<file path="src/cfg_id_cmd_defs.vh">
`ifndef CFG_ID_CMD_DEFS_VH
`define CFG_ID_CMD_DEFS_VH

// Register offsets (byte addresses, same on both sides)
`define OFS_IDENTITY      8'h00
`define OFS_COMMAND       8'h04
// Address bits used for word select
`define ADDR_HI           7
`define ADDR_LO           2
`define WORD_IDENTITY     6'h00
`define WORD_COMMAND      6'h01

// Identity word fields
`define ID_MAKER_HI       15
`define ID_MAKER_LO       0
`define ID_PART_HI        31
`define ID_PART_LO        16
// Arbitrary neutral defaults, not any real part's codes
`define ID_MAKER_DEFAULT  16'h1234
`define ID_PART_DEFAULT   16'h5678
`define ID_BLANK          16'hFFFF

// Command word fields
`define CMD_IO_EN         0
`define CMD_MEM_EN        1
`define CMD_MASTER_EN     2
`define CMD_MWI_EN        4
`define CMD_PERR_EN       6
`define CMD_SERR_EN       8
// Writable bits: 0,1,2,4,6,8
`define CMD_WR_MASK       16'h0157
`define CMD_RESET         16'h0000

// Status bit for detected parity error
`define STS_PERR_BIT      15

`endif

</file>
<file path="src/cfg_lane_merge.v">
`timescale 1ns/1ns
// Byte-lane merge of write data into an old word under a writable mask
module cfg_lane_merge #(
    parameter WIDTH = 32
) (
    input  wire [WIDTH-1:0]   old_i,
    input  wire [WIDTH-1:0]   wdata_i,
    input  wire [WIDTH/8-1:0] be_i,
    input  wire [WIDTH-1:0]   wmask_i,
    output wire [WIDTH-1:0]   new_o
);
    wire [WIDTH-1:0] lane_m;
    genvar g;
    // Expand byte enables to bit mask
    generate
        for (g = 0; g < WIDTH/8; g = g + 1) begin : lanes
            assign lane_m[g*8 +: 8] = {8{be_i[g]}};
        end
    endgenerate
    // Only enabled, writable bits take new data
    assign new_o = (old_i & ~(lane_m & wmask_i)) | (wdata_i & lane_m & wmask_i);
endmodule

</file>
<file path="src/cfg_sync2.v">
`timescale 1ns/1ns
// Two-flop synchroniser for pin-level inputs
module cfg_sync2 #(
    parameter WIDTH = 1
) (
    input  wire             clk_i,
    input  wire             rstn_i,
    input  wire [WIDTH-1:0] d_i,
    output reg  [WIDTH-1:0] q_o
);
    reg [WIDTH-1:0] meta_r;
    // First stage feeds only the second; reset to the idle high of low-active pins
    always @(posedge clk_i or negedge rstn_i) begin
        if (!rstn_i) begin
            meta_r <= {WIDTH{1'b1}};
            q_o    <= {WIDTH{1'b1}};
        end else begin
            meta_r <= d_i;
            q_o    <= meta_r;
        end
    end
endmodule

</file>
<file path="src/cfg_id_cmd.v">
`timescale 1ns/1ns
`include "cfg_id_cmd_defs.vh"
module cfg_id_cmd (
    input  wire        clk_i,
    input  wire        rstn_i,
    // PCI configuration access
    input  wire        pci_cfg_wr_i,
    input  wire        pci_cfg_rd_i,
    input  wire [7:0]  pci_cfg_addr_i,
    input  wire [31:0] pci_cfg_wdata_i,
    input  wire [3:0]  pci_cfg_be_i,
    output reg  [31:0] pci_cfg_rdata_o,
    output reg         pci_cfg_ack_o,
    // Local processor access
    input  wire        loc_wr_i,
    input  wire        loc_rd_i,
    input  wire [7:0]  loc_addr_i,
    input  wire [31:0] loc_wdata_i,
    input  wire [3:0]  loc_be_i,
    output reg  [31:0] loc_rdata_o,
    output reg         loc_ack_o,
    // Serial EEPROM loader
    input  wire        ee_load_i,
    input  wire [31:0] ee_id_i,
    // Decode and master requests from the data paths
    input  wire        io_hit_i,
    input  wire        mem_hit_i,
    input  wire        master_req_i,
    input  wire        dm_mwi_sel_i,
    input  wire        dma_mwi_sel_i,
    input  wire        fbb_same_target_i,
    // Error events (same clock)
    input  wire        parity_err_i,
    input  wire        sys_err_i,
    input  wire        perr_stat_clr_i,
    // Pins, sampled through synchronisers
    input  wire        perr_n_pin_i,
    input  wire        serr_n_pin_i,
    // Outcomes, status, register copies and pin observations
    output reg         io_claim_o,
    output reg         mem_claim_o,
    output reg         master_req_o,
    output reg         dm_mwi_o,
    output reg         dma_mwi_o,
    output reg         fbb_o,
    output reg         perr_n_o,
    output reg         perr_n_oe_o,
    output reg         serr_n_o,
    output reg         serr_n_oe_o,
    output reg         perr_stat_o,
    output reg  [15:0] cmd_o,
    output reg  [31:0] id_o,
    output reg         perr_pin_seen_o,
    output reg         serr_pin_seen_o
);
    reg  [31:0] id_r;
    reg  [31:0] id_nxt;
    reg  [15:0] cmd_r;
    reg  [15:0] cmd_nxt;
    reg         perr_stat_r;
    wire [31:0] id_loc_new;
    wire [31:0] cmd_pci_new;
    wire [31:0] cmd_loc_new;
    wire [1:0]  pins_s;
    wire        pci_id_sel;
    wire        pci_cmd_sel;
    wire        loc_id_sel;
    wire        loc_cmd_sel;
    wire [15:0] ee_maker;
    wire [15:0] ee_part;

    // Word decode for both sides
    assign pci_id_sel  = (pci_cfg_addr_i[`ADDR_HI:`ADDR_LO] == `WORD_IDENTITY);
    assign pci_cmd_sel = (pci_cfg_addr_i[`ADDR_HI:`ADDR_LO] == `WORD_COMMAND);
    assign loc_id_sel  = (loc_addr_i[`ADDR_HI:`ADDR_LO] == `WORD_IDENTITY);
    assign loc_cmd_sel = (loc_addr_i[`ADDR_HI:`ADDR_LO] == `WORD_COMMAND);

    // Blank EEPROM fields fall back to built-in defaults
    assign ee_maker = (ee_id_i[`ID_MAKER_HI:`ID_MAKER_LO] == `ID_BLANK) ?
                      `ID_MAKER_DEFAULT : ee_id_i[`ID_MAKER_HI:`ID_MAKER_LO];
    assign ee_part  = (ee_id_i[`ID_PART_HI:`ID_PART_LO] == `ID_BLANK) ?
                      `ID_PART_DEFAULT : ee_id_i[`ID_PART_HI:`ID_PART_LO];

    // Lane merges: local identity, command from either side
    cfg_lane_merge #(.WIDTH(32)) u_id_loc (
        .old_i   (id_r),
        .wdata_i (loc_wdata_i),
        .be_i    (loc_be_i),
        .wmask_i (32'hFFFF_FFFF),
        .new_o   (id_loc_new)
    );
    cfg_lane_merge #(.WIDTH(32)) u_cmd_pci (
        .old_i   ({16'h0000, cmd_r}),
        .wdata_i (pci_cfg_wdata_i),
        .be_i    (pci_cfg_be_i),
        .wmask_i ({16'h0000, `CMD_WR_MASK}),
        .new_o   (cmd_pci_new)
    );
    cfg_lane_merge #(.WIDTH(32)) u_cmd_loc (
        .old_i   ({16'h0000, cmd_r}),
        .wdata_i (loc_wdata_i),
        .be_i    (loc_be_i),
        .wmask_i ({16'h0000, `CMD_WR_MASK}),
        .new_o   (cmd_loc_new)
    );

    // Pin observers
    cfg_sync2 #(.WIDTH(2)) u_pins (
        .clk_i  (clk_i),
        .rstn_i (rstn_i),
        .d_i    ({serr_n_pin_i, perr_n_pin_i}),
        .q_o    (pins_s)
    );

    // Identity next value: EEPROM load beats local write; PCI cannot write
    always @* begin
        id_nxt = id_r;
        if (ee_load_i) begin
            id_nxt = {ee_part, ee_maker};
        end else if (loc_wr_i && loc_id_sel) begin
            id_nxt = id_loc_new;
        end
    end

    // Command next value: local write after PCI write wins a collision
    always @* begin
        cmd_nxt = cmd_r;
        if (pci_cfg_wr_i && pci_cmd_sel) begin
            cmd_nxt = cmd_pci_new[15:0];
        end
        if (loc_wr_i && loc_cmd_sel) begin
            cmd_nxt = cmd_loc_new[15:0];
        end
    end

    // Identity and command register state
    always @(posedge clk_i or negedge rstn_i) begin
        if (!rstn_i) begin
            id_r  <= {`ID_PART_DEFAULT, `ID_MAKER_DEFAULT};
            cmd_r <= `CMD_RESET;
        end else begin
            id_r  <= id_nxt;
            cmd_r <= cmd_nxt;
        end
    end

    // Sticky parity status; set wins over clear
    always @(posedge clk_i or negedge rstn_i) begin
        if (!rstn_i) begin
            perr_stat_r <= 1'b0;
        end else begin
            if (parity_err_i) begin
                perr_stat_r <= 1'b1;
            end else if (perr_stat_clr_i) begin
                perr_stat_r <= 1'b0;
            end
        end
    end

    // PCI read and acknowledge port, one cycle after the request
    always @(posedge clk_i or negedge rstn_i) begin
        if (!rstn_i) begin
            pci_cfg_rdata_o <= 32'h0000_0000;
            pci_cfg_ack_o   <= 1'b0;
        end else begin
            pci_cfg_ack_o <= pci_cfg_rd_i | pci_cfg_wr_i;
            if (pci_cfg_rd_i) begin
                pci_cfg_rdata_o <= pci_id_sel  ? id_r :
                                   pci_cmd_sel ? {16'h0000, cmd_r} : 32'h0000_0000;
            end
        end
    end

    // Local read and acknowledge port, one cycle after the request
    always @(posedge clk_i or negedge rstn_i) begin
        if (!rstn_i) begin
            loc_rdata_o <= 32'h0000_0000;
            loc_ack_o   <= 1'b0;
        end else begin
            loc_ack_o <= loc_rd_i | loc_wr_i;
            if (loc_rd_i) begin
                loc_rdata_o <= loc_id_sel  ? id_r :
                               loc_cmd_sel ? {16'h0000, cmd_r} : 32'h0000_0000;
            end
        end
    end

    // I/O claim gated by the I/O enable
    always @(posedge clk_i or negedge rstn_i) begin
        if (!rstn_i) begin
            io_claim_o <= 1'b0;
        end else begin
            io_claim_o <= io_hit_i & cmd_r[`CMD_IO_EN];
        end
    end

    // Memory claim gated by the memory enable
    always @(posedge clk_i or negedge rstn_i) begin
        if (!rstn_i) begin
            mem_claim_o <= 1'b0;
        end else begin
            mem_claim_o <= mem_hit_i & cmd_r[`CMD_MEM_EN];
        end
    end

    // Master request withheld without the master enable
    always @(posedge clk_i or negedge rstn_i) begin
        if (!rstn_i) begin
            master_req_o <= 1'b0;
        end else begin
            master_req_o <= master_req_i & cmd_r[`CMD_MASTER_EN];
        end
    end

    // Direct-master invalidate writes need the common enable
    always @(posedge clk_i or negedge rstn_i) begin
        if (!rstn_i) begin
            dm_mwi_o <= 1'b0;
        end else begin
            dm_mwi_o <= dm_mwi_sel_i & cmd_r[`CMD_MWI_EN];
        end
    end

    // DMA invalidate writes need the common enable
    always @(posedge clk_i or negedge rstn_i) begin
        if (!rstn_i) begin
            dma_mwi_o <= 1'b0;
        end else begin
            dma_mwi_o <= dma_mwi_sel_i & cmd_r[`CMD_MWI_EN];
        end
    end

    // Back-to-back only towards the previous target
    always @(posedge clk_i or negedge rstn_i) begin
        if (!rstn_i) begin
            fbb_o <= 1'b0;
        end else begin
            fbb_o <= fbb_same_target_i;
        end
    end

    // Parity error pin driver, open-drain style
    always @(posedge clk_i or negedge rstn_i) begin
        if (!rstn_i) begin
            perr_n_o    <= 1'b1;
            perr_n_oe_o <= 1'b0;
        end else begin
            perr_n_oe_o <= parity_err_i & cmd_r[`CMD_PERR_EN];
            perr_n_o    <= ~(parity_err_i & cmd_r[`CMD_PERR_EN]);
        end
    end

    // System error pin driver, open-drain style
    always @(posedge clk_i or negedge rstn_i) begin
        if (!rstn_i) begin
            serr_n_o    <= 1'b1;
            serr_n_oe_o <= 1'b0;
        end else begin
            serr_n_oe_o <= sys_err_i & cmd_r[`CMD_SERR_EN];
            serr_n_o    <= ~(sys_err_i & cmd_r[`CMD_SERR_EN]);
        end
    end

    // Parity status output
    always @(posedge clk_i or negedge rstn_i) begin
        if (!rstn_i) begin
            perr_stat_o <= 1'b0;
        end else begin
            perr_stat_o <= perr_stat_r;
        end
    end

    // Register copies for the data paths
    always @(posedge clk_i or negedge rstn_i) begin
        if (!rstn_i) begin
            cmd_o <= `CMD_RESET;
            id_o  <= {`ID_PART_DEFAULT, `ID_MAKER_DEFAULT};
        end else begin
            cmd_o <= cmd_r;
            id_o  <= id_r;
        end
    end

    // Low level seen on the synchronised error pins
    always @(posedge clk_i or negedge rstn_i) begin
        if (!rstn_i) begin
            perr_pin_seen_o <= 1'b0;
            serr_pin_seen_o <= 1'b0;
        end else begin
            perr_pin_seen_o <= ~pins_s[0];
            serr_pin_seen_o <= ~pins_s[1];
        end
    end
endmodule

</file>
<file path="config.mk">
export PLATFORM = sky130hd
export DESIGN_NAME = cfg_id_cmd
export DESIGN_NICKNAME = d
export VERILOG_FILES = /design/src/cfg_lane_merge.v /design/src/cfg_sync2.v /design/src/cfg_id_cmd.v
export VERILOG_INCLUDE_DIRS = /design/src /design/src/src
export SDC_FILE = /design/constraint.sdc
export NUM_CORES = 1
export LEC_CHECK = 0
export BUFFER_PORTS_ARGS = -buffer_cell sky130_fd_sc_hd__buf_2
export CORE_ASPECT_RATIO = 0.7
export CORE_MARGIN = 4
export CORE_UTILIZATION = 45
export CTS_CLUSTER_DIAMETER = 30
export CTS_CLUSTER_SIZE = 40
export DETAILED_ROUTE_END_ITERATION = 8
export PLACE_DENSITY = 0.81
export SLEW_MARGIN = 5
export SYNTH_ARGS = -nofsm -noshare
export SYNTH_HDL_FRONTEND = slang
export SYNTH_SLANG_ARGS = --single-unit
export TNS_END_PERCENT = 1
</file>
<file path="constraint.sdc">
create_clock -name clk_i -period 1.2 [get_ports clk_i]
set_clock_uncertainty 0.05 [all_clocks]
set_input_delay 0.24 -clock clk_i [delete_from_list [all_inputs] [get_ports clk_i]]
set_output_delay 0.24 -clock clk_i [all_outputs]
set_load 0.01 [all_outputs]
</file>
==> Word level (Yosys, flattened, before mapping) <==
Index checks and enable logic that the tools add are counted.
{ "op_classes": {"addsub": 0, "mul": 0, "n_div": 0, "magnitude_cmp": 0, "eq_ne": 4, "n_shift": 0, "mux": 12, "bitwise": 24, "reduce_logical": 8} }
{ "ops": {"columns": ["operator", "n"], "rows": [
  ["32-bit two-way mux", 4],
  ["16-bit two-way mux", 6],
  ["32-bit bitwise AND", 2],
  ["16-bit bitwise AND", 2],
  ["16-bit == test (second input constant)", 2],
  ["32-bit inverter", 1],
  ["9-bit inverter with 16-bit output", 2],
  ["16-bit by 9-bit OR with 16-bit output", 2],
  ["32-bit OR", 1],
  ["6-bit by 1-bit == test with 1-bit output (second input constant)", 2],
  ["6-bit logical NOT", 2],
  ["9-bit bitwise AND", 1],
  ["1-bit bitwise AND", 7],
  ["2-bit nonzero test", 3],
  ["1-bit inverter", 4],
  ["1-bit logical AND", 3],
  ["1-bit two-way mux", 2],
  ["1-bit OR", 2]
]} }
{ "totals": {"ff_bits": 180, "latch_bits": 0, "ramBits": 0, "mem_bits_ro": 0, "in_bits": 138, "out_inout_bits": 127, "memories": 0} }

==> Logic depth before layout (Yosys ltp) <==
Gate-level depths: netlist of run 1.
{ "depth": {"depth_word": 5, "mapped_depth": 7, "depth_no_buf": 4} }

==> Hierarchy <==
Synthesis of run 1 repeated with hierarchy kept, for this count alone.
{ "unflattened": {"cells_unflattened": 816, "area_unflattened_um2": 9325.2} }
{ "modules_own_cells": {"columns": ["module", "n_inst", "cells_per_inst", "area_each_um2"], "rows": [
  ["cfg_id_cmd", 1, 608, 7283.2],
  ["cfg_lane_merge", 3, 68, 645.6],
  ["cfg_sync2", 1, 4, 105.1]
]} }

==> Worst setup path after synthesis of run 1 <==
OpenSTA, ideal clock, no wires.
{ "synth_path": {"path_type": "input to register", "startpoint": "in pci_cfg_addr_i[2]", "endpoint": "reg (tool-made name)", "setup_ns": 0.125, "arrival_time_ns": 1.396, "path_slack_ns": -0.371, "stages": 5, "n_path_buf": 1, "cell_sequence": "buf_2 and4bb_2 and3_1 mux2i_4 mux2_2"} }
{ "synth_rtl": {"columns": ["item", "line_no", "text"], "rows": [
  ["from (decl)", "cfg_id_cmd.v:9", "input wire [7:0] pci_cfg_addr_i,"]
]} }

==> Worst setup path after layout of run 1 <==
{ "layout_path": {"startpoint": "reg id_o[2]", "endpoint": "out id_o[2]"} }
{ "layout_rtl": {"columns": ["item", "line_no", "text"], "rows": [
  ["from (decl)", "cfg_id_cmd.v:52", "output reg [31:0] id_o,"],
  ["from (signal assigned)", "cfg_id_cmd.v:277", "id_o <= {`ID_PART_DEFAULT, `ID_MAKER_DEFAULT};"],
  ["from (signal assigned)", "cfg_id_cmd.v:280", "id_o <= id_r;"]
]} }
No word-level cell between the ends.

==> impl_metrics.yaml, run 1 <==
cells_and_area:
  finalNetCount: 929
  instances_no_fill: 990
  syn_to_final_growth_pct: 43.3
  fin_area_mm2: 0.00884
  final_util: 0.664
  drive_gt1_frac: 0.447
timing:
  finalCriticalPeriod_ns: 1.34
  max_freq_mhz: 746
  drv_slew: 0
  rsz0062_at_grt: "true"
  fin_crit_sh: 1.12
  worst_slack_ns: -0.141
  finalSetupViolCount: 119
  timing.hold.ws_ns: 0.0210
  hold_violations: 0
clock_tree:
  ctsLongestPathBuffers: 2
  cts_made_buffers: 17
  clk_pin_slew_ns: 0.07
  tritoncts: "yes"
  post_cts_buffers: 0
  clock_latency_ns: 0.41
  cts.htree.levels: 4
  clk_root_buffer_cell: "clkbuf_16"
  clock-sinks: 160
detailed_routing:
  ant_nets: 0
  num_vias: 5124
  vias_per_cell: 5.18
  wl_um: 19000
  drc: 0
  drtPass1Iterations: 5
  drt-wirelength-per-cell_um: 19.2
  first_iter_violations: 263
floorplan:
  chipHeight_um: 106
  die_x_um: 148
  rows: 35
  coreArea_mm2: 0.0133
  start_util: 0.464
  die_area_mm2: 0.0157
  pin_count: 265
logic_synthesis:
  yosysWarnings: 0
  yosysSeqAreaShare: 0.655
  synthFlopType: "dfrtp_1"
  synth_area_mm2: 0.00617
  netlist_instances: 507
  ys_ff_latch: 160
  yosys.cell_types.count: 41
  synth_area_per_cell_um2: 12.2
  async_flop_share: 1.00
  synth_edf_count: 0
hold_path:
  hold_path_startpoint: "ee_id_i[21]"
  hp-class: "input port to flip-flop"
power_and_ir_drop:
  leakagePower_nw: 4.56
  peakVddDrop_mv: 0.953
  power_density_mw_per_mm2: 1410
grt:
  grt_pass1_wl_um: 29700
  grtUsageTotal: 0.244
  antenna_found_initial: 1
  grt_pass1_vias: 5391
  grt.overflow.total: 0
  grt_max_degree: 37
worst_setup_path:
  crit_family: "flip-flops"
  r2r_slack_ns: 0.19
  cp-end-kind: "primary output"
  start_kind: "flip-flop"
  cp.depth: 1
  cp-startpoint: "id_o[2]"
  worstPathCellList: "buf_6"
  cp-endpoint: "id_o[2]"
  critPathKind: "flip-flop to primary output"
  reg2regPathDepth: 2
  crit_required_ns: 0.91
  cp_max_fo: 1
  arrival_ns: 1.05
  critPathSlowestCell: "dfstp_2"
  crit_buf_inv: 1
  max_stage_delay_ns: 0.53
run_status:
  violations: "setup timing"
  outcome: "complete, but fails checks"
place:
  gp_congestion: 0.940
  io_buffers: 222
  dpl.cell_count: 943
  place_area_mm2: 0.00788
  dp_hpwl_um: 13900
job:
  drv_cap: 0
==> power breakdown <==
part	total [mW]	internal [mW]	switching, mW
Sequential	6.02	5.77	0.249
Clock	5.13	2.78	2.34
Combinational	1.35	0.657	0.691
Total	12.5	9.21	3.28
==> kinds of logic after synthesis <==
| family | Yosys count | share of synthesized area |
|---|---|---|
| mux | 38 | 0.0647 |
| simple gates | 104 | 0.0847 |
| flops | 160 | 0.655 |
| compound gates | 122 | 0.134 |
| other cells | 1 | 0.000607 |
| buf+inv | 82 | 0.0608 |
==> cell usage in the layout, fill, tap and decap left out, drive strengths merged, types with 2 or more instances in the layout <==
cell	instances
dfstp	32
o22ai	6
a22o	26
a22oi	5
nand4	12
dfrtp	128
a41oi	3
clkbuf	18
clkinvlp	2
a21oi	20
conb	10
o21ai	39
nand2	53
mux2i	33
nand3	9
o2bb2ai	6
nor2b	4
and3	3
mux2	5
clkinv	4
inv	54
buf	278
nor2	8
a2bb2oi	8
dlygate4sd3	14
nand4b	2
a221oi	6
or2	2
and2	5
==> final cells by class <==
cell class | count | area [µm²]
fill | 1006 | 4470
sequential | 160 | 4040
timing repair buffer | 292 | 2010
multi-input combinational | 274 | 1820
clock buffer | 18 | 439
tap | 185 | 231
inverter | 46 | 173
clock inverter | 14 | 123
antenna | 1 | 2.50
==> synth_stat cells, types with 2 or more instances <==
cell | number | area [µm²]
nand3_1 | 9 | 45.0
a22o_1 | 26 | 228
buf_2 | 9 | 45.0
nand4b_1 | 2 | 17.5
mux2_2 | 5 | 56.3
nor2_1 | 6 | 22.5
a22oi_1 | 5 | 37.5
dfrtp_1 | 128 | 3200
o21ai_0 | 39 | 195
nand4_2 | 2 | 25.0
buf_4 | 13 | 97.6
a41oi_1 | 3 | 26.3
and2_1 | 5 | 31.3
nand4_1 | 10 | 62.6
o2bb2ai_1 | 6 | 52.6
nor2b_1 | 4 | 25.0
or2_2 | 2 | 12.5
dfstp_2 | 32 | 841
a2bb2oi_1 | 8 | 70.1
and3_1 | 3 | 18.8
a21oi_1 | 20 | 100
nor2_2 | 2 | 12.5
mux2i_1 | 32 | 320
inv_1 | 46 | 173
o22ai_1 | 6 | 37.5
clkbuf_1 | 12 | 45.0
a221oi_1 | 6 | 52.6
nand2_1 | 53 | 199
==> repair_timing <==
action / CTS / global route
endpoints found under the hold margin: 151 / 0
gates cloned: 0 / 0
gates resized for setup: 23 / 19
hold buffers: 14 / 0
pin swaps: 5 / 2
setup endpoints to repair: 140 / 184
==> how the worst min path moves through the flow <==
stage / to / slack [ns] / depth (start not counted)
after global placement: perr_pin_seen_o / 0.09 / 1
after detailed placement: perr_pin_seen_o / 0.09 / 1
after floorplan: asynchronous set/reset pin / -0.11 / 0
after global routing: pci_cfg_ack_o / 0.02 / 2
final: flip-flop / 0.02 / 3
after CTS: flip-flop / 0.008 / 3
==> routing by layer <==
layer	vias to the layer above	global-route usage	wire (µm)
met3	28	0.0741	1650
met4	0	0.0791	371
met5	-	0	0
met2	245	0.386	9030
met1	2534	0.323	7970
li1	2317	-	-
==> per-stage QoR <==
| stage | worst slack [ns] | total power [mW] | TNS [ns] |
|---|---|---|---|
| 2_1_floorplan | -0.348 | 6.52 | -17.13 |
| 4_1_cts | -0.154 | 12.5 | -7.21 |
| 3_3_place_gp | -0.561 | 7.26 | -33.50 |
| 5_1_grt | -0.194 | 13.0 | -13.36 |
| 3_5_place_dp | -0.585 | 7.32 | -37.58 |
| 6_report | -0.141 | 12.5 | -5.21 |
No activity file was read; power rests on OpenSTA's default activity.
==> run 2: changes to the inputs <==
--- a/config.mk
+++ b/config.mk
@@ -7,13 +7,15 @@
 export NUM_CORES = 1
 export LEC_CHECK = 0
 export BUFFER_PORTS_ARGS = -buffer_cell sky130_fd_sc_hd__buf_2
+export CELL_PAD_IN_SITES_DETAIL_PLACEMENT = 2
+export CELL_PAD_IN_SITES_GLOBAL_PLACEMENT = 2
 export CORE_ASPECT_RATIO = 0.7
 export CORE_MARGIN = 4
-export CORE_UTILIZATION = 45
+export CORE_UTILIZATION = 31
 export CTS_CLUSTER_DIAMETER = 30
 export CTS_CLUSTER_SIZE = 40
 export DETAILED_ROUTE_END_ITERATION = 8
-export PLACE_DENSITY = 0.81
+export PLACE_DENSITY = 0.89
 export SLEW_MARGIN = 5
 export SYNTH_ARGS = -nofsm -noshare
 export SYNTH_HDL_FRONTEND = slang
==> run 2 against run 1 <==
- highest routed layer is now met5
- critical path type is now input port to flip-flop
- final cell count grew 9.7%
- sequential cell count unchanged
- worst hold slack worse by 0.0051 ns
- first-iteration DRC count increased by 24%
- combinational power rose by 16%
- core utilization fell by 18 points
- routed wire length grew 44%
- die area up 42%
- largest power group is now the clock network
- the run still ends with setup timing left
==> impl_metrics.yaml, run 2 (synthesis results as in run 1) <==
worst_setup_path:
  max_stage_delay_ns: 0.30
  cp_max_fo: 3
  cp-end-kind: "flip-flop"
  reg2regPathDepth: 2
  r2r_slack_ns: 0.15
  start_kind: "input port"
  cp.depth: 6
  worstPathCellList: "buf_6, nor4_4, nand4b_1, mux2i_4, buf_6, mux2_4"
  arrival_ns: 1.69
  critPathSlowestCell: "nor4_4"
  critPathKind: "input port to flip-flop"
  crit_top_cell: "buf_6"
  crit_required_ns: 1.46
  crit_family: "multiplexers"
  crit_buf_inv: 2
cells_and_area:
  nFillCells: 1963
  multi_input_area_mm2: 0.00190
  drive_gt1_frac: 0.471
  area.sequential_mm2: 0.00404
  final_cell_mix: "165 x buf_2, 128 x dfrtp_1, 61 x buf_6"
  final_common_cell: "buf_2"
  finalNetCount: 947
  antennaDiodeCount: 0
  syn_to_final_growth_pct: 52.0
  final_util: 0.488
power_and_ir_drop:
  power_density_mw_per_mm2: 1470
  leakagePower_nw: 4.76
  peakVddDrop_mv: 1.01
  p_total_mw: 13.8
detailed_routing:
  ant_nets: 0
  num_vias: 5413
  drtPass1Iterations: 4
  wl_um: 27300
  vias_per_cell: 4.98
  drt-wirelength-per-cell_um: 25.1
  drc: 0
  first_iter_violations: 327
grt:
  grtUsageTotal: 0.238
  antenna_found_initial: 2
  grt_max_degree: 33
  grt.overflow.total: 0
  grt_pass1_wl_um: 39900
  grt_pass1_vias: 6312
place:
  dp_hpwl_um: 18500
  gp_congestion: 0.819
  io_buffers: 222
floorplan:
  coreArea_mm2: 0.0192
  start_util: 0.321
  die_area_mm2: 0.0223
  die_x_um: 177
  pin_count: 265
  rows: 42
  chipHeight_um: 126
timing:
  worst_slack_ns: -0.225
  finalSetupViolCount: 136
  finalCriticalPeriod_ns: 1.43
  max_freq_mhz: 702
  rsz0062_at_grt: "true"
  max_slew.worst_pin.slew_ns: 0.690
  hold_violations: 0
  relSlewSlack: 0.539
  fin_crit_sh: 1.19
  drv_slew: 0
run_status:
  violations: "setup timing"
  outcome: "complete, but fails checks"
hold_path:
  hp-class: "input port to flip-flop"
  worstHoldPathCells: 3
clock_tree:
  tritoncts: "yes"
  clock-sinks: 160
  clock_latency_ns: 0.43
  clk_root_buffer_cell: "clkbuf_16"
  ctsLongestPathBuffers: 2
  cts_made_buffers: 17
  clk_pin_slew_ns: 0.07
  cts.htree.levels: 4
job:
  drv_cap: 0
run 2: changes by cell type in the layout (fill, tap and decap cells not counted), sizes merged:
cell and change:
clkbuf +2, dlygate4sd3 +1, diode -1, buf +17, clkinv -2, clkinvlp -1
bufinv +5, inv -4
run 2: path summary, 6_finish.rpt:
kind                                              end        startpoint
min in group asynchronous         pci_cfg_rdata_o[11]            rstn_i
max                                         flip-flop     loc_addr_i[4]
max reg2reg                        pci_cfg_rdata_o[0]         flip-flop
max in group asynchronous  asynchronous set/reset pin            rstn_i
min                                         flip-flop       ee_id_i[28]
min reg2reg                             u_pins.q_o[0]  u_pins.meta_r[0]
run 2: worst min-delay path, cell delays in order:
cell and delay (ns):
buf_2 0.12, nand2_1 0.06, o21ai_1 0.06
run 2: stage by stage:
stage | area [µm²] | worst slack [ns] | hold slack (ns) | cells | TNS (ns)
global placement | 8100 | -0.514 | 0.106 | 1036 | -32.93
global route | 9390 | -0.272 | 0.000646 | 1086 | -14.27
finish | 9390 | -0.225 | 0.0159 | 1086 | -8.63
detailed placement | 8100 | -0.620 | 0.110 | 1036 | -41.19
floorplan | 6220 | -0.348 | -0.106 | 516 | -17.13
CTS | 9110 | -0.190 | 0.00511 | 1083 | -10.66
run 2: area by class of cell:
type                            count  area share
Clock inverter                     12      0.0216
Multi-Input combinational cell    274       0.202
Tap cell                          264      0.0352
Inverter                           46      0.0184
Timing Repair Buffer              310       0.244
Clock buffer                       20      0.0476
Sequential cell                   160       0.431
run 2: layer usage:
| metal | share of wire | routed length (µm) | track usage |
|---|---|---|---|
| met2 | 0.52 | 14300 | 0.415 |
| met4 | 0.015 | 399 | 0.0691 |
| met3 | 0.064 | 1760 | 0.0605 |
| met1 | 0.40 | 10800 | 0.292 |
| met5 | 0.00099 | 27 | 0 |
run 2: power by group:
| group | switching [mW] | leakage (nW) | internal, mW | total (mW) |
|---|---|---|---|---|
| clock network | 2.35 | 0.316 | 3.77 | 6.12 |
| registers | 0.298 | 2.00 | 5.77 | 6.07 |
| logic | 0.821 | 2.44 | 0.752 | 1.57 |
run 2: timing repair:
action,in CTS,in global routing
pin swaps,6,12
gates resized for setup,43,58
endpoints found under the hold margin,111,0
buffers inserted,0,3
hold buffers,15,0
setup endpoints to repair,146,160
==> run 3: changes to the inputs <==
--- a/config.mk
+++ b/config.mk
@@ -16,6 +16,7 @@
 export CTS_CLUSTER_SIZE = 40
 export DETAILED_ROUTE_END_ITERATION = 8
 export PLACE_DENSITY = 0.89
+export SETUP_SLACK_MARGIN = 0.2
 export SLEW_MARGIN = 5
 export SYNTH_ARGS = -nofsm -noshare
 export SYNTH_HDL_FRONTEND = slang
==> run 3 against run 2 <==
- the run still ends with setup timing left
- final area increased by 2.5%
- highest routed layer unchanged
- worst hold slack improved by 0.021 ns
- clock power about the same
- die area unchanged
- core utilization increased by 1.2 points
- setup slack improved by 0.049 ns
- critical path type is now flip-flop to primary output
- largest power group unchanged
- non-clock buffer count decreased by 2
- clock-buffer cell count unchanged
- register-to-register slack improved by 0.04 ns
==> impl_metrics.yaml, run 3 (synthesis results as in run 1) <==
run_status:
  outcome: "complete, but fails checks"
  violations: "setup timing"
timing:
  hold_violations: 0
  worst_slack_ns: -0.176
  max_freq_mhz: 727
  relSlewSlack: 0.573
  fin_setup_tns_ns: -8.54
  finalCriticalPeriod_ns: 1.38
  finalSetupViolCount: 137
  fin_crit_sh: 1.15
  rsz0062_at_grt: "true"
  timing.hold.ws_ns: 0.0370
  drv_slew: 0
  max_slew.worst_pin.slew_ns: 0.640
worst_setup_path:
  crit_family: "flip-flops"
  crit_buf_inv: 1
  critPathKind: "flip-flop to primary output"
  r2r-end: "pci_cfg_rdata_o[0]"
  arrival_ns: 1.09
  crit_required_ns: 0.91
  cp-end-kind: "primary output"
  worstPathCellList: "buf_6"
  r2r_slack_ns: 0.19
  critPathSlowestCell: "dfstp_2"
  max_stage_delay_ns: 0.56
  start_kind: "flip-flop"
  reg2regPathDepth: 2
  cp_max_fo: 1
place:
  dpl.cell_count: 1036
  place_area_mm2: 0.00810
  gp_congestion: 0.819
  dp_hpwl_um: 18500
  io_buffers: 222
detailed_routing:
  vias_per_cell: 4.99
  wl_um: 27000
  drt-wirelength-per-cell_um: 24.9
  drtPass1Iterations: 4
  first_iter_violations: 361
  num_vias: 5417
  drc: 0
  ant_nets: 0
power_and_ir_drop:
  power.switching_mw: 3.52
  internal_power_mw: 10.3
  power_density_mw_per_mm2: 1440
  switching_share: 0.254
  peakVddDrop_mv: 1.02
  leakagePower_nw: 4.82
  seq_power_share: 0.440
  combPwrFrac: 0.117
  clockPowerShare: 0.443
clock_tree:
  cts.htree.levels: 4
  tritoncts: "yes"
  clk_pin_slew_ns: 0.06
  clock-sinks: 160
  clock_latency_ns: 0.43
  cts_made_buffers: 17
  clk_root_buffer_cell: "clkbuf_16"
  ctsLongestPathBuffers: 2
cells_and_area:
  final_cell_mix: "163 x buf_2, 128 x dfrtp_1, 64 x buf_6"
  fin_area_mm2: 0.00962
  finalNetCount: 945
  final_common_cell: "buf_2"
  syn_to_final_growth_pct: 55.9
  instances_no_fill: 1086
  drive_gt1_frac: 0.537
grt:
  grtUsageTotal: 0.239
  grt_max_degree: 33
  antenna_found_initial: 2
  grt.overflow.total: 0
  grt_pass1_wl_um: 40200
  grt_pass1_vias: 6384
hold_path:
  min_to: "pci_cfg_ack_o"
  hold_path_startpoint: "pci_cfg_rd_i"
  worstHoldPathCells: 2
  hp-class: "input port to flip-flop"
floorplan:
  die_x_um: 177
  die_area_mm2: 0.0223
  rows: 42
  pin_count: 265
  start_util: 0.321
  coreArea_mm2: 0.0192
  chipHeight_um: 126
job:
  drv_cap: 0
run 3: routing by layer:
layer | part of all wire | wire length [µm] | up-vias | GRT usage
li1 | - | - | 2347 | -
met1 | 0.41 | 11000 | 2822 | 0.290
met2 | 0.51 | 13900 | 208 | 0.409
met3 | 0.061 | 1640 | 38 | 0.0659
met4 | 0.019 | 527 | 2 | 0.0850
met5 | 0.00048 | 13 | - | 0
run 3: repair_timing:
item                       in CTS  in global routing
setup buffers                   0                  0
pin swaps                      45                 17
hold buffers                   16                  0
setup endpoints to repair     213                212
hold endpoints to repair      113                  0
resized for setup             131                 61
run 3: final cells by class:
cell class / instances / area [µm²]
Fill cell: 1924 / 9610
Inverter: 46 / 173
Timing Repair Buffer: 308 / 2300
Clock inverter: 12 / 203
Antenna cell: 2 / 5.00
Sequential cell: 160 / 4040
Tap cell: 264 / 330
Multi-Input combinational cell: 274 / 2120
Clock buffer: 20 / 447
run 3: how the worst max path moves through the flow:
stage / start / endpoint / slack (ns) / depth (start not counted)
5_1_grt: loc_addr_i[3] / flip-flop / -0.24 / 5
3_3_place_gp: loc_addr_i[3] / flip-flop / -0.51 / 5
4_1_cts: id_o[9] / id_o[9] / -0.19 / 1
2_1_floorplan: pci_cfg_addr_i[2] / flip-flop / -0.35 / 5
6_report: id_o[9] / id_o[9] / -0.18 / 1
3_5_place_dp: loc_addr_i[3] / flip-flop / -0.62 / 5
run 3: metrics by stage:
step | setup slack [ns] | utilization | power (mW)
after CTS | -0.190 | 0.486 | 13.8
after detailed placement | -0.620 | 0.421 | 7.46
after floorplan | -0.348 | - | 6.52
after global routing | -0.241 | 0.500 | 14.4
final | -0.176 | 0.500 | 13.8
after global placement | -0.514 | 0.421 | 7.35
run 3: power by group through the flow:
stage,sequential (mW),combinational [mW],clock (mW)
after global placement,6.08,1.27,0
final,6.09,1.62,6.12
after CTS,6.07,1.52,6.22
after detailed placement,6.12,1.34,0
after global routing,6.12,1.73,6.50
after floorplan,6.11,0.404,0
